[src/ssu_pkg.sv]
/*
 * Constants for the simple serial unit: register offsets, bit positions,
 * reset values and clock divider counts.
 * Assumes a byte-wide processor port with one-cycle strobes.
 */
package ssu_pkg;
   // Register offsets on the processor port
   localparam logic [1:0] SSU_ADDR_CTRL   = 2'h0;
   localparam logic [1:0] SSU_ADDR_STATUS = 2'h1;
   localparam logic [1:0] SSU_ADDR_DATA   = 2'h2;
   // Control register field positions
   localparam int SSU_CTRL_IRQ_EN   = 7;
   localparam int SSU_CTRL_ENABLE   = 6;
   localparam int SSU_CTRL_LSB      = 5;
   localparam int SSU_CTRL_MASTER   = 4;
   localparam int SSU_CTRL_RATE     = 0;
   localparam logic [7:0] SSU_CTRL_WMASK = 8'hf1;
   localparam logic [7:0] SSU_CTRL_RESET = 8'h00;
   // Status register field positions
   localparam int SSU_STAT_DONE     = 7;
   localparam int SSU_STAT_COLL     = 6;
   // Master clock: half-period counts of the processor clock (div 2 and div 16)
   localparam int SSU_DIV_FAST      = 2;
   localparam int SSU_DIV_SLOW      = 16;
   localparam logic [2:0] SSU_HALF_FAST = 3'(SSU_DIV_FAST / 2 - 1);
   localparam logic [2:0] SSU_HALF_SLOW = 3'(SSU_DIV_SLOW / 2 - 1);
   localparam logic [2:0] SSU_LAST_BIT  = 3'h7;
   localparam logic [7:0] SSU_ZERO_BYTE = 8'h00;
   // Port C pin positions taken over by the serial unit
   localparam int SSU_PIN_IN        = 0;
   localparam int SSU_PIN_OUT       = 1;
   localparam int SSU_PIN_SCK       = 2;
   // Transfer states
   typedef enum logic [2:0] {
      SSU_IDLE = 3'b001,
      SSU_LOW  = 3'b010,
      SSU_HIGH = 3'b100
   } ssu_state_t;
endpackage : ssu_pkg

[src/ssu_rate_div.sv]
/*
 * Divider for the master serial clock: one-cycle enable pulse at each
 * half period of the serial clock, by 2 or by 16 of the processor clock.
 * Assumes run is low whenever no master transfer is active.
 */
`timescale 1ns/1ps
module ssu_rate_div (
   input  wire logic clk,         // Processor clock
   input  wire logic rst_n,       // Asynchronous reset, active low
   input  wire logic run,         // Count while high
   input  wire logic slow,        // High selects divide by 16
   output logic      half_tick    // Pulse at each half period
);
   logic [2:0] count;
   logic [2:0] limit;

   // Limit of one half period
   assign limit     = slow ? ssu_pkg::SSU_HALF_SLOW : ssu_pkg::SSU_HALF_FAST;
   assign half_tick = run && (count == limit);

   // Half-period counter, restarts when idle
   always_ff @(posedge clk or negedge rst_n) begin
      if (!rst_n) begin
         count <= 3'h0;
      end else if (!run || half_tick) begin
         count <= 3'h0;
      end else begin
         count <= count + 3'h1;
      end
   end
endmodule : ssu_rate_div

[src/ssu_serial_unit.sv]
/*
 * Simple serial unit: three-wire full-duplex byte exchange, master or slave,
 * with control, status and shift data registers on a plain processor port.
 * Assumes all inputs synchronous to clk; the serial clock pin in slave mode
 * is sampled and its edges found in the clk domain.
 */
// What this block does
// - Enable hands port C bits 0-2 to data in, data out, serial clock.
// - Serial clock pin drives in master mode, is input in slave mode.
// - Bit-order select set shifts LSB first, clear shifts MSB first.
// - Bit-order select also sets how the processor bus maps to the shifter.
// - In master mode a data write starts the clock and the transfer.
// - Master serial clock, bit counter and shifter run from the processor clock.
// - Incoming byte shifts into the same register as outgoing byte leaves.
// - After eight bits the clock stops, done flag sets, interrupt if enabled.
// - Data writes are ignored while the done flag is set, except the one that completes the clearing sequence.
// - A stopped slave wakes on the completion interrupt; slave only.
// - In slave mode the pin clock shifts and the rate select is ignored.
// - A 3-bit bit counter overflows to set the done flag.
// - New output bit on falling clock edge, input sampled on rising edge.
// - Received byte replaces sent byte; one completion flag reports the end.
// - One byte is exchanged over exactly eight clock pulses.
// - Master rate: processor clock divided by 2, or by 16 when set.
// - Status access with done set, then data access, clears both flags.
// - Data access mid-transfer sets the collision flag, no interrupt.
`timescale 1ns/1ps
module ssu_serial_unit (
   input  wire logic       clk,            // Processor clock, 40 MHz
   input  wire logic       rst_n,          // Asynchronous reset, active low
   input  wire logic [1:0] addr,           // Register address
   input  wire logic [7:0] wdata,          // Write data
   input  wire logic       wr,             // Write strobe
   input  wire logic       rd,             // Read strobe
   output logic      [7:0] rdata,          // Read data, cycle after rd
   input  wire logic       stop_mode,      // Processor is in stop mode
   output logic            irq,            // Completion interrupt request
   output logic            wake,           // Wake from stop, slave only
   input  wire logic [2:0] port_c_out,     // Port C general data for bits 0-2
   input  wire logic [2:0] port_c_dir,     // Port C direction for bits 0-2
   input  wire logic [2:0] port_c_in,      // Port C pin levels 0-2
   output logic      [2:0] port_c_o,       // Port C pin outputs 0-2
   output logic      [2:0] port_c_oe       // Port C pin output enables 0-2
);
   // Control register and its fields
   logic [7:0]          ctrl;           // Control register
   logic                irq_en;         // Completion interrupt enable
   logic                enable;         // Serial port enable
   logic                lsb_first;      // Bit-order select
   logic                master;         // Master select
   logic                rate_slow;      // Rate select, divide by 16
   // Status flags and the clearing sequence
   logic                done;           // Transfer-complete flag
   logic                coll;           // Collision flag
   logic                clear_armed;    // Status seen with done set
   logic [7:0]          stat_word;      // Status register image
   // Shifter, bit counter and pin drivers
   logic [7:0]          shifter;        // Shift data register
   logic [7:0]          bus_to_shift;   // Write data in shift order
   logic [7:0]          shift_to_bus;   // Shifter in bus order
   logic [2:0]          bit_cnt;        // Bits taken in this byte
   logic                out_bit;        // Serial output latch
   logic                sck_out;        // Master serial clock
   logic                sck_pin;        // Serial clock pin level
   logic                sck_prev;       // Pin level one cycle ago
   logic                slave_active;   // Slave byte under way
   // Transfer sequencing
   ssu_pkg::ssu_state_t state;          // Master clock state
   ssu_pkg::ssu_state_t next_state;     // Next master clock state
   logic                run;            // Divider runs
   logic                half_tick;      // Half period elapsed
   logic                m_rise;         // Master rising clock edge
   logic                m_fall;         // Master falling clock edge
   logic                s_rise;         // Slave rising pin edge
   logic                s_fall;         // Slave falling pin edge
   logic                shift_in;       // Sample the input bit
   logic                shift_out;      // Present the next output bit
   logic                last_rise;      // Eighth rising edge
   logic                busy;           // Byte under way
   // Decoded processor accesses
   logic                ctrl_wr;        // Control write
   logic                stat_acc;       // Status read or write
   logic                data_wr;        // Data write
   logic                data_rd;        // Data read
   logic                data_acc;       // Data read or write
   logic                write_ok;       // Data write accepted
   logic                start;          // Master transfer start

   // Reverses a byte when LSB-first order is selected; used on both bus directions
   function automatic logic [7:0] map_order(input logic [7:0] value, input logic lsb);
      logic [7:0] result;
      result = value;
      if (lsb) begin
         for (int i = 0; i < $bits(value); i++) begin
            result[i] = value[$bits(value) - 1 - i];
         end
      end
      return result;
   endfunction : map_order

   // One strobe aimed at one register
   function automatic logic hit(input logic [1:0] a, input logic [1:0] target, input logic strobe);
      return strobe && (a == target);
   endfunction : hit

   // Access decode
   assign ctrl_wr  = hit(addr, ssu_pkg::SSU_ADDR_CTRL, wr);
   assign stat_acc = hit(addr, ssu_pkg::SSU_ADDR_STATUS, wr) || hit(addr, ssu_pkg::SSU_ADDR_STATUS, rd);
   assign data_wr  = hit(addr, ssu_pkg::SSU_ADDR_DATA, wr);
   assign data_rd  = hit(addr, ssu_pkg::SSU_ADDR_DATA, rd);
   assign data_acc = data_wr || data_rd;

   // Control fields
   assign irq_en    = ctrl[ssu_pkg::SSU_CTRL_IRQ_EN];
   assign enable    = ctrl[ssu_pkg::SSU_CTRL_ENABLE];
   assign lsb_first = ctrl[ssu_pkg::SSU_CTRL_LSB];
   assign master    = ctrl[ssu_pkg::SSU_CTRL_MASTER];
   assign rate_slow = ctrl[ssu_pkg::SSU_CTRL_RATE];

   // Bus to shifter mapping follows the bit order; the shifter itself is always MSB first
   assign bus_to_shift = map_order(wdata, lsb_first);
   assign shift_to_bus = map_order(shifter, lsb_first);

   // Transfer bookkeeping
   assign busy     = (state != ssu_pkg::SSU_IDLE) || slave_active;
   assign write_ok = data_wr && !busy && (!done || clear_armed);
   assign start    = write_ok && enable && master;
   assign run      = enable && master && (state != ssu_pkg::SSU_IDLE);

   // Master clock divider, processor clock by 2 or 16; unused in slave mode
   ssu_rate_div ssu_rate_div_inst (
      .clk       (clk),
      .rst_n     (rst_n),
      .run       (run),
      .slow      (rate_slow),
      .half_tick (half_tick)
   );

   // Clock edges: master from the divider, slave from the pin
   assign sck_pin   = port_c_in[ssu_pkg::SSU_PIN_SCK];
   assign m_rise    = (state == ssu_pkg::SSU_LOW) && half_tick;
   assign m_fall    = (state == ssu_pkg::SSU_HIGH) && half_tick;
   assign s_fall    = enable && !master && !done && sck_prev && !sck_pin;
   assign s_rise    = enable && !master && slave_active && !sck_prev && sck_pin;
   assign shift_in  = m_rise || s_rise;
   assign shift_out = m_fall || s_fall;
   assign last_rise = shift_in && (bit_cnt == ssu_pkg::SSU_LAST_BIT);

   // Master clock sequence: low and high halves, back to idle after the eighth rise
   always_comb begin
      next_state = state;
      case (state)
         ssu_pkg::SSU_IDLE: begin
            if (start) begin
               next_state = ssu_pkg::SSU_LOW;
            end
         end
         ssu_pkg::SSU_LOW: begin
            if (half_tick) begin
               next_state = last_rise ? ssu_pkg::SSU_IDLE : ssu_pkg::SSU_HIGH;
            end
         end
         ssu_pkg::SSU_HIGH: begin
            if (half_tick) begin
               next_state = ssu_pkg::SSU_LOW;
            end
         end
         default: begin
            next_state = ssu_pkg::SSU_IDLE;
         end
      endcase
      if (!enable || !master) begin
         next_state = ssu_pkg::SSU_IDLE;
      end
   end

   // Master state register
   always_ff @(posedge clk or negedge rst_n) begin
      if (!rst_n) begin
         state <= ssu_pkg::SSU_IDLE;
      end else begin
         state <= next_state;
      end
   end

   // Master serial clock, high whenever no byte is under way
   always_ff @(posedge clk or negedge rst_n) begin
      if (!rst_n) begin
         sck_out <= 1'b1;
      end else if (!enable || !master) begin
         sck_out <= 1'b1;
      end else if (start || m_fall) begin
         sck_out <= 1'b0;
      end else if (m_rise) begin
         sck_out <= 1'b1;
      end
   end

   // Three-bit bit counter; its wrap marks the end of the byte
   always_ff @(posedge clk or negedge rst_n) begin
      if (!rst_n) begin
         bit_cnt <= 3'h0;
      end else if (!enable || start) begin
         bit_cnt <= 3'h0;
      end else if (shift_in) begin
         bit_cnt <= bit_cnt + 3'h1;
      end
   end

   // Shift register: loaded by the processor, takes one input bit per rising edge
   always_ff @(posedge clk or negedge rst_n) begin
      if (!rst_n) begin
         shifter <= ssu_pkg::SSU_ZERO_BYTE;
      end else if (write_ok) begin
         shifter <= bus_to_shift;
      end else if (shift_in) begin
         shifter <= {shifter[$bits(shifter) - 2:0], port_c_in[ssu_pkg::SSU_PIN_IN]};
      end
   end

   // Output latch: next bit appears on each falling edge, the start counts as one
   always_ff @(posedge clk or negedge rst_n) begin
      if (!rst_n) begin
         out_bit <= 1'b1;
      end else if (start) begin
         out_bit <= bus_to_shift[$bits(bus_to_shift) - 1];
      end else if (shift_out) begin
         out_bit <= shifter[$bits(shifter) - 1];
      end
   end

   // Slave byte tracking: first falling pin edge opens it, eighth rise closes it
   always_ff @(posedge clk or negedge rst_n) begin
      if (!rst_n) begin
         slave_active <= 1'b0;
      end else if (!enable || master || last_rise) begin
         slave_active <= 1'b0;
      end else if (s_fall) begin
         slave_active <= 1'b1;
      end
   end

   // Pin history for slave edges; idles high so no false edge follows reset
   always_ff @(posedge clk or negedge rst_n) begin
      if (!rst_n) begin
         sck_prev <= 1'b1;
      end else begin
         sck_prev <= enable ? sck_pin : 1'b1;
      end
   end

   // Control register
   always_ff @(posedge clk or negedge rst_n) begin
      if (!rst_n) begin
         ctrl <= ssu_pkg::SSU_CTRL_RESET;
      end else if (ctrl_wr) begin
         ctrl <= wdata & ssu_pkg::SSU_CTRL_WMASK;
      end
   end

   // Completion flag; a set in the clearing cycle wins
   always_ff @(posedge clk or negedge rst_n) begin
      if (!rst_n) begin
         done <= 1'b0;
      end else if (last_rise) begin
         done <= 1'b1;
      end else if (data_acc && clear_armed) begin
         done <= 1'b0;
      end
   end

   // Collision flag: data access mid-byte, the byte itself goes on
   always_ff @(posedge clk or negedge rst_n) begin
      if (!rst_n) begin
         coll <= 1'b0;
      end else if (data_acc && busy) begin
         coll <= 1'b1;
      end else if (data_acc && clear_armed) begin
         coll <= 1'b0;
      end
   end

   // First step of the clearing sequence: status touched while done is set
   always_ff @(posedge clk or negedge rst_n) begin
      if (!rst_n) begin
         clear_armed <= 1'b0;
      end else if (stat_acc && done) begin
         clear_armed <= 1'b1;
      end else if (data_acc || !done) begin
         clear_armed <= 1'b0;
      end
   end

   // Status image
   always_comb begin
      stat_word                         = ssu_pkg::SSU_ZERO_BYTE;
      stat_word[ssu_pkg::SSU_STAT_DONE] = done;
      stat_word[ssu_pkg::SSU_STAT_COLL] = coll;
   end

   // Read data stand for the one cycle after the strobe
   always_ff @(posedge clk or negedge rst_n) begin
      if (!rst_n) begin
         rdata <= ssu_pkg::SSU_ZERO_BYTE;
      end else if (rd) begin
         case (addr)
            ssu_pkg::SSU_ADDR_CTRL: begin
               rdata <= ctrl;
            end
            ssu_pkg::SSU_ADDR_STATUS: begin
               rdata <= stat_word;
            end
            ssu_pkg::SSU_ADDR_DATA: begin
               rdata <= shift_to_bus;
            end
            default: begin
               rdata <= ssu_pkg::SSU_ZERO_BYTE;
            end
         endcase
      end else begin
         rdata <= ssu_pkg::SSU_ZERO_BYTE;
      end
   end

   // Interrupt and stop-mode wake; wake is for slave operation only
   assign irq  = done && irq_en;
   assign wake = irq && stop_mode && enable && !master;

   // Port C takeover; direction bits have no say while enabled
   always_comb begin
      port_c_o  = port_c_out;
      port_c_oe = port_c_dir;
      if (enable) begin
         port_c_o[ssu_pkg::SSU_PIN_IN]   = 1'b0;
         port_c_oe[ssu_pkg::SSU_PIN_IN]  = 1'b0;
         port_c_o[ssu_pkg::SSU_PIN_OUT]  = out_bit;
         port_c_oe[ssu_pkg::SSU_PIN_OUT] = 1'b1;
         port_c_o[ssu_pkg::SSU_PIN_SCK]  = sck_out;
         port_c_oe[ssu_pkg::SSU_PIN_SCK] = master;
      end
   end
endmodule : ssu_serial_unit

[config.mk]
export PLATFORM = sky130hd
export DESIGN_NAME = ssu_serial_unit
export DESIGN_NICKNAME = d
export VERILOG_FILES = /design/src/ssu_pkg.sv /design/src/ssu_rate_div.sv /design/src/ssu_serial_unit.sv
export SDC_FILE = /design/constraint.sdc
export NUM_CORES = 1
export LEC_CHECK = 0
export ABC_AREA = 1
export BUFFER_PORTS_ARGS = -buffer_cell sky130_fd_sc_hd__buf_4
export CAP_MARGIN = 20
export CORE_MARGIN = 2
export CORE_UTILIZATION = 45
export DETAILED_ROUTE_END_ITERATION = 16
export GPL_TIMING_DRIVEN = 1
export PLACE_DENSITY = 0.75
export SETUP_SLACK_MARGIN = 0.3
export SLEW_MARGIN = 25
export SYNTH_ARGS = -nofsm -noshare
export SYNTH_HDL_FRONTEND = slang
export SYNTH_SLANG_ARGS = --single-unit
[constraint.sdc]
create_clock -name clk -period 1.85 [get_ports clk]
set_clock_uncertainty 0.1 [all_clocks]
set_input_delay 0.37 -clock clk [delete_from_list [all_inputs] [get_ports clk]]
set_output_delay 0.37 -clock clk [all_outputs]
set_load 0.02 [all_outputs]
==> out/metrics.cfg, run 1 <==
[clock_network]
insertion_delay_ps=300
h-tree-depth=2
root_buffer=clkbuf_8
cts_buffers=5
cts_tree=yes
cts_sinks=37
cts.path.max_buffers=2
clk_pin_slew_ps=80

[pwr]
clkPwrFrac_pct=27.6
powerDensity_mw_per_mm2=928
ir_drop_v=0.000566
p_sw_uw=912
total_power_mw=2.61
power.internal_mw=1.70
pwr-share-comb_pct=30.3
p_leak_nw=1.51
power.share.switching_pct=34.9
seq_power_share_pct=42.2

[sta]
rsz0062_at_grt=true
fmax_mhz=613
period_minus_slack_ps=1630
slew_violations=0
worst-slew-pin-transition_ps=473
final-setup-viol-count=0
relSlewSlack_pct=68.5
finalSetupTns_ps=0
finalHoldViolCount=0
min_period_over_period_pct=88.2

[floorplanning]
core.rowCount=25
die_y_um=73.4
start_util_pct=46.2
io-pin-count=40
core_area_mm2=0.00469
die_w_um=73.4
die_area_mm2=0.00538

[yosys]
postSynthAreaPerCell_um2=7.68
ys.flop_type=dfrtp_1
yosys.area.top_type=dfrtp_1
netlist_instances=282
synthTopCellsByArea=dfrtp_1 38%, nand2_1 17%, o21ai_0 6.2%, inv_1 5.0%, dfstp_2 4.9%
ys_ff_latch=37
ys_types=35
synth_nets=309
synth_warnings=0
ys_seq_area_share_pct=43.0
synth.most_common_cell=nand2_1
synth_top_area_share_pct=38.1
netlist_area_mm2=0.00217
synth_async_sr_flop_share_pct=100
synth-edff-count=0
synth_common_cells=97 x nand2_1, 33 x dfrtp_1, 29 x inv_1

[critical_path]
crit_type=reg2out
crit_family=flip-flops
cp_slowest_cell=dfrtp_2
cp.arrival_ps=1160
reg2reg_slack_ps=300
reg2reg_from=state[0]$_DFFE_PN1P_
worst-path-buf-inv=2
cp_slowest_stage_delay_ps=480
regToRegEndpoint=shifter[1]$_DFFE_PN0P_
rr_worst_depth=8
cp-end-kind=output port
crit_chain=inv_2 -> nand2_1 -> o21ai_1 -> buf_4
critPathLaunchType=flip-flop
cp.required_ps=1380
cp_max_fo=7

[place]
dpl_cell_area_mm2=0.00248
io_buffers=38
gp_congestion=0.858
dp_hpwl_mm=3.49

[finish]
areaGrowthSynthToFinish_pct=30.1
antenna-diode-count=0
layout.nets=367
finish.instance_area_mm2=0.00282
drive_gt1_share_pct=33.1

[grt]
gr-total-overflow=0
grt_max_degree=38
antenna_found_initial=0
grt_pass1_vias=1908
grtUsageTotal_pct=20.9
grt_first_pass_wirelength_mm=8.55

[drt]
drt_iter0_drc=133
routed_via_density=5.05
totalWireLength_mm=5.18
antenna_left=0
vias=1996
wl_per_cell_um=13.1
drc=0
dr.pass1.iters=5

[worst_hold_path]
holdPathStages=2
min_from=port_c_in[2]
min_path_type=in2reg
min_to=sck_prev$_DFF_PN1_

[outcome]
status=complete, no violations

[flow_run]
cap_violations=0

==> through the flow <==
step	instances	setup WS, ps	hold WS (ps)	util, %
final	395	218	189	60.1
after global routing	395	176	195	60.1
after CTS	387	209	183	57.7
after detailed placement	370	236	263	52.9
after global placement	370	249	256	52.9
after floorplan	282	359	-25.6	-
==> registers in the layout, summed over array words and instances, names as in the netlist <==
register and cells:
bit_cnt 3, clear_armed 1, coll 1, ctrl 5, done 1, out_bit 1, rdata 8, sck_out 1
sck_prev 1, shifter 8, slave_active 1, ssu_rate_div_inst.count 3, state 3
==> kinds of logic (layout without fill, tap and decap cells) <==
kind of cell,after synthesis,in the layout,synth area share [%]
adders and majority gates,3,3,1.73
xor gates and xnor gates,1,1,0.404
buffers and inverters,46,104,10.2
AOI/OAI and AO/OA,49,49,12.0
DFF,37,37,43.0
and+or+nand+nor,146,147,32.7
==> power by group through the flow <==
stage / clock network, mW / registers [mW] / logic [mW]
3_3_place_gp: 0 / 1.11 / 0.658
2_1_floorplan: 0 / 1.09 / 0.468
5_1_grt: 0.774 / 1.13 / 0.886
4_1_cts: 0.737 / 1.09 / 0.735
6_report: 0.721 / 1.10 / 0.791
3_5_place_dp: 0 / 1.11 / 0.672
==> cells in the final DEF (no fill, tap or decap), types with 6 or more instances in the layout <==
| master | Yosys | final |
|---|---|---|
| a21oi_1 | 11 | 11 |
| buf_4 | 0 | 47 |
| buf_6 | 1 | 6 |
| dfrtp_1 | 33 | 31 |
| inv_1 | 29 | 28 |
| inv_2 | 8 | 9 |
| nand2_1 | 97 | 88 |
| nand2_2 | 1 | 9 |
| nand3_1 | 12 | 11 |
| nor2_1 | 16 | 15 |
| o21ai_0 | 27 | 25 |
==> routing by layer <==
metal / up-vias / track usage [%] / part of all wire [%]
li1: 1010 / - / -
met1: 923 / 27.7 / 44
met2: 57 / 34.3 / 49
met3: 6 / 3.29 / 5.2
met4: 0 / 7.88 / 1.3
met5: - / 0 / 0
==> timing repair <==
action / in CTS / in global routing
setup buffers: 7 / 7
hold buffers: 1 / 0
cloned: 1 / 1
gates resized for setup: 14 / 15
pin swaps: 7 / 10
setup endpoints to repair: 17 / 22
endpoints found under the hold margin: 33 / 0
==> how the worst max path moves through the flow <==
stage / slack, ps / to / start / cells past startpoint
detailed placement: 240 / shifter[5]$_DFFE_PN0P_ / ctrl[6]$_DFFE_PN0P_ / 10
finish: 220 / port_c_o[2] / ctrl[6]$_DFFE_PN0P_ / 4
global placement: 250 / shifter[5]$_DFFE_PN0P_ / ctrl[6]$_DFFE_PN0P_ / 10
floorplan: 360 / port_c_o[2] / ctrl[6]$_DFFE_PN0P_ / 3
CTS: 210 / port_c_oe[1] / ctrl[6]$_DFFE_PN0P_ / 2
global route: 180 / port_c_o[2] / ctrl[6]$_DFFE_PN0P_ / 4
==> area by class of cell <==
class	count	area (um2)
Timing Repair inverter	1	8.76
Clock buffer	5	68.8
Timing Repair Buffer	54	430
Fill cell	422	1870
Tap cell	54	67.6
Multi-Input combinational cell	200	1080
Sequential cell	37	933
Clock inverter	3	46.3
Inverter	41	179
Power figures use the tool's default switching activity.
==> inputs of run 2 (changes only) <==
CAP_MARGIN = default   (was 20)
CORE_UTILIZATION = 40   (was 45)
PLACE_DENSITY = 0.69   (was 0.75)
RECOVER_POWER = 100   (was default)
==> run 2 against run 1 <==
  * Clock power increased by 1%
  * Sequential cell count unchanged
  * Non-clock buffer count decreased by 3
  * Setup slack got worse by 67 ps
  * Routed wire length decreased by 5.6%
  * Critical path type unchanged
  * Design area decreased by 3.1%
  * Count of clock-buffer cells in the layout increased by 1
  * Utilization decreased by 7.2 points
  * Critical endpoint is now port_c_oe[0]
==> out/metrics.cfg, run 2 (same netlist as run 1, synthesis figures left out) <==
[finish]
top_regs=rdata: 8 flops, shifter: 8 flops, ctrl: 5 flops
final_cells=407
layout_commonest_cell=nand2_1
drive_gt1_share_pct=27.0
utilization_pct=52.8
areaGrowthSynthToFinish_pct=26.1
layout.nets=363
antenna-diode-count=0
layout_common_cells=86 x nand2_1, 30 x dfrtp_1, 29 x inv_1

[floorplanning]
io-pin-count=40
die_y_um=77.6
core_area_mm2=0.00517
die_w_um=77.6
die_area_mm2=0.00602
start_util_pct=41.9
core.rowCount=26

[place]
io_buffers=38
dp.cells=386
dp_hpwl_mm=3.52
gp_congestion=0.896

[pwr]
p_leak_nw=1.42
powerDensity_mw_per_mm2=940
ir_drop_v=0.000411

[critical_path]
cp_max_fo=6
crit_type=reg2out
critical_path.startpoint=ctrl[6]$_DFFE_PN0P_
regToRegEndpoint=shifter[4]$_DFFE_PN0P_
crit_chain=buf_4 -> nor2_1 -> clkbuf_1
reg2reg_from=ctrl[5]$_DFFE_PN0P_
cp_slowest_cell=dfrtp_2
cp_slowest_stage_delay_ps=460
critPathLaunchType=flip-flop
rr_worst_depth=6
cp.required_ps=1380
cp.arrival_ps=1230
crit_path_end=port_c_oe[0]
reg2reg_slack_ps=220
cp-end-kind=output port

[grt]
gr-total-overflow=0
grtUsageTotal_pct=18.0
antenna_found_initial=0
grt_max_degree=38
grt_pass1_vias=1865
grt_first_pass_wirelength_mm=8.62

[flow_run]
cap_violations=0

[sta]
worst-slew-pin-transition_ps=896
relSlewSlack_pct=40.3
final-setup-viol-count=0
period_minus_slack_ps=1700
finalSetupTns_ps=0
whs_ps=205
fmax_mhz=589
finalHoldViolCount=0
min_period_over_period_pct=91.8
rsz0062_at_grt=true
slew_violations=0

[drt]
antenna_left=0
totalWireLength_mm=4.89
vias=1953
dr.pass1.iters=5
routed_via_density=4.80
drc=0
drt_iter0_drc=140
wl_per_cell_um=12.0

[clock_network]
cts_buffers=5
clk_pin_slew_ps=70
insertion_delay_ps=290
h-tree-depth=2
cts_sinks=37
root_buffer=clkbuf_8
cts.path.max_buffers=2
cts_tree=yes

[worst_hold_path]
holdPathStages=2
min_path_type=in2reg

[outcome]
status=complete, no violations

==> run 2: changes by cell type in the layout (fill, tap and decap cells not counted), sizes merged <==
cell / delta
clkbuf: +17
clkinv: -1
inv: -1
buf: -19
==> run 2: layout make-up <==
cell class                 count  area, um2
clock buffer                   6       82.6
clock inverter                 2       37.5
fill                         488       2440
inverter                      41        179
multi-input combinational    200       1060
sequential                    37        935
tap                           70       87.6
timing repair buffer          51        353
==> run 2: timing repair <==
action	in CTS	in global routing
gates cloned	1	0
hold buffers	1	0
endpoints found under the hold margin	33	0
pin swaps	8	4
endpoints found under the setup margin	20	22
resized for setup	22	12
setup buffers	8	3
==> run 2: worst max-delay path, delay by kind of cell (launching register included) <==
| family | cells | cell delay [ps] |
|---|---|---|
| flops | 1 | 460 |
| buf+inv | 2 | 390 |
| simple gates | 1 | 90 |
==> run 2: layer usage <==
layer / vias to the layer above / GRT usage [%] / routed length (um) / part of all wire (%)
met1: 904 / 24.1 / 2360 / 48
met2: 43 / 28.7 / 2240 / 46
li1: 997 / - / - / -
met4: 0 / 6.61 / 91 / 1.9
met3: 9 / 3.72 / 198 / 4.0
met5: - / 0 / 0 / 0
==> run 2: how the worst min path moves through the flow <==
| stage | to | slack (ps) | from |
|---|---|---|---|
| after global placement | rdata[3]$_DFF_PN0_ | 260 | rst_n |
| after global routing | sck_prev$_DFF_PN1_ | 200 | port_c_in[2] |
| after detailed placement | rdata[2]$_DFF_PN0_ | 260 | rst_n |
| after floorplan | bit_cnt[0]$_DFFE_PN0P_ | -30 | rst_n |
| after CTS | sck_prev$_DFF_PN1_ | 200 | port_c_in[2] |
| final | sck_prev$_DFF_PN1_ | 200 | port_c_in[2] |
==> run 2: through the flow <==
step                total power [mW]  area, um2  setup WS (ps)
global placement                1.77       2500            238
global route                    2.74       2730           80.5
finish                          2.57       2730            151
CTS                             2.61       2770            209
detailed placement              1.78       2500            206
floorplan                       1.56       2170            359
==> run 2: report_power, final <==
group / internal (mW) / switching [mW]
logic: 0.292 / 0.436
clock network: 0.438 / 0.293
registers: 0.969 / 0.139
total: 1.70 / 0.867
==> inputs of run 3 (changes only) <==
ABC_AREA = default   (was 1)
CTS_CLUSTER_DIAMETER = 120   (was default)
==> run 3 against run 2 <==
  * The run now ends with negative setup slack left
  * Global-route usage is 1.4 points higher
  * Count of clock-buffer cells in the layout is 1 lower
  * Maximum frequency is 10% lower
  * Hold slack better by 0.75 ps
  * Cell count is 16% lower
  * Synthesized cell count is 28% lower
  * Die area is 3.8% lower
  * Largest power group unchanged
  * Utilization is 3.4 points higher
  * Combinational power is 18% higher
  * Critical path depth is 3 higher
==> out/metrics.cfg, run 3 <==
[outcome]
status=finished with violations
violations=negative setup slack

[drt]
vias=1868
antenna_left=0
drc=0
drt-met1-wl_mm=2.33
routed_via_density=5.48
wl_per_cell_um=15.8
dr.pass1.iters=4
wl_met2_mm=2.72
top_layer=met4
totalWireLength_mm=5.38
drt_iter0_drc=105
dr_wl_met3_um=226

[yosys]
synth_async_sr_flop_share_pct=100
ys_types=49
yosys.area.top_type=dfrtp_1
synth_top_area_share_pct=39.7
synth-edff-count=0
ys.flop_type=dfrtp_1
yosys.area_share.adder_pct=1.81
ys_ff_latch=37
synth_common_cells=33 x dfrtp_1, 17 x o21ai_0, 16 x nand2_1
synth_xor_area_share_pct=0.421
synth_warnings=0
synth_top_family_by_area=simple AND/OR/NAND/NOR gates
synth_nets=231
netlist_area_mm2=0.00208
synth.most_common_cell=dfrtp_1
yosys.area_share.simple_pct=21.6
synth_compound_area_share_pct=17.9
ys_seq_area_share_pct=44.8
synthMuxAreaShare_pct=10.5
netlist_instances=204
postSynthAreaPerCell_um2=10.2
synthTopCellsByArea=dfrtp_1 40%, mux2i_1 6.7%, dfstp_2 5.1%, o21ai_0 4.1%, mux2_2 3.8%

[clock_network]
h-tree-depth=2
clk_pin_slew_ps=80
cts_buffers=5
cts_tree=yes
cts_sinks=37
insertion_delay_ps=290
cts.path.max_buffers=2
root_buffer=clkbuf_8

[pwr]
powerDensity_mw_per_mm2=996
ir_drop_v=0.000514
p_leak_nw=1.26

[sta]
rsz0062_at_grt=true
worst-slew-pin-transition_ps=931
final-setup-viol-count=6
min_period_over_period_pct=103
period_minus_slack_ps=1900
finalHoldViolCount=0
relSlewSlack_pct=37.9
finalSetupTns_ps=-118
slew_violations=0
fmax_mhz=527
layout_setup_ws_ps=-47.5

[floorplanning]
core.rowCount=26
core_area_mm2=0.00507
die_y_um=76.1
start_util_pct=41.0
die_w_um=76.1
io-pin-count=40
die_area_mm2=0.00579

[flow_run]
cap_violations=0

[place]
dp_hpwl_mm=3.70
place_ws_ps=-52.0
io_buffers=38
gp_congestion=0.896

[critical_path]
critPathLaunchType=flip-flop
crit_type=reg2reg
cp.arrival_ps=2020
cp-end-kind=flip-flop
crit_family=simple AND/OR/NAND/NOR gates
cp_slowest_cell=or4_4
cp.required_ps=1970
reg2reg_slack_ps=-50
cp_max_fo=5
worst-path-buf-inv=2
cp_slowest_stage_delay_ps=520
crit_chain=or4_4 -> buf_4 -> buf_6 -> a211oi_4 -> o32a_1 -> a21oi_1

[finish]
drive_gt1_share_pct=36.5
areaGrowthSynthToFinish_pct=37.1
layout_commonest_cell=buf_4
utilization_pct=56.2
layout_common_cells=41 x buf_4, 32 x dfrtp_1, 15 x nand2_1
top_regs=rdata: 8 flops, shifter: 8 flops, ctrl: 5 flops
antenna-diode-count=0
layout.nets=297

[grt]
grtUsageTotal_pct=19.4
gr-total-overflow=0
antenna_found_initial=0
grt_pass1_vias=1884
grt_first_pass_wirelength_mm=9.15
grt_max_degree=38

[worst_hold_path]
min_path_type=in2reg

-- run 3: layer usage --
layer  vias to the layer above  global-route usage (%)
met5                         -                       0
met4                         0                    6.36
met3                        12                    4.27
met2                        37                    33.6
met1                       921                    24.2
li1                        898                       -
-- run 3: where the power goes --
part           switching, mW  internal [mW]
clock                  0.302          0.536
combinational          0.407          0.454
sequential             0.174          0.969
total                  0.883           1.96
-- run 3: what timing repair did --
item / CTS / global route
endpoints found under the setup margin: 27 / 32
resized for setup: 31 / 7
hold buffers: 1 / 0
setup buffers: 6 / 2
pin swaps: 5 / 5
endpoints found under the hold margin: 33 / 0
-- run 3: final timing paths --
kind                                     start                     end  cells after the start
max                        ctrl[0]$_DFFE_PN0P_     out_bit$_DFFE_PN1P_                      6
min                               port_c_in[2]      sck_prev$_DFF_PN1_                      2
max reg2reg                ctrl[0]$_DFFE_PN0P_     out_bit$_DFFE_PN1P_                      6
min reg2reg                   coll$_DFFE_PN0P_        coll$_DFFE_PN0P_                      2
max in group asynchronous                rst_n     ctrl[4]$_DFFE_PN0P_                      2
min in group asynchronous                rst_n  shifter[3]$_DFFE_PN0P_                      2
-- run 3: area by class of cell --
class                   instances  area (um2)
well taps                      70        87.6
multi-input cells             154        1170
repair buffers                 67         512
flip-flops and latches         37         932
fillers                       462        2220
clock inverters                 3        65.1
inverters                       5        18.8
clock buffers                   5        68.8
-- run 3: stage by stage --
step	std cells	cell area [um2]	hold WS [ps]	power (mW)
floorplan	204	2100	-25.6	1.59
global placement	324	2580	265	1.89
detailed placement	324	2580	269	1.91
CTS	339	2870	201	2.86
global route	341	2850	203	3.00
finish	341	2850	206	2.84
-- run 3: cells by family (layout without fill, tap and decap cells) --
| logic type | after synthesis | count (layout) |
|---|---|---|
| DFF | 37 | 37 |
| buffers and inverters | 13 | 80 |
| and+or+nand+nor | 77 | 77 |
| xor gates and xnor gates | 1 | 1 |
| adders and majority gates | 3 | 3 |
| AOI/OAI and AO/OA | 52 | 52 |
| muxes | 21 | 21 |
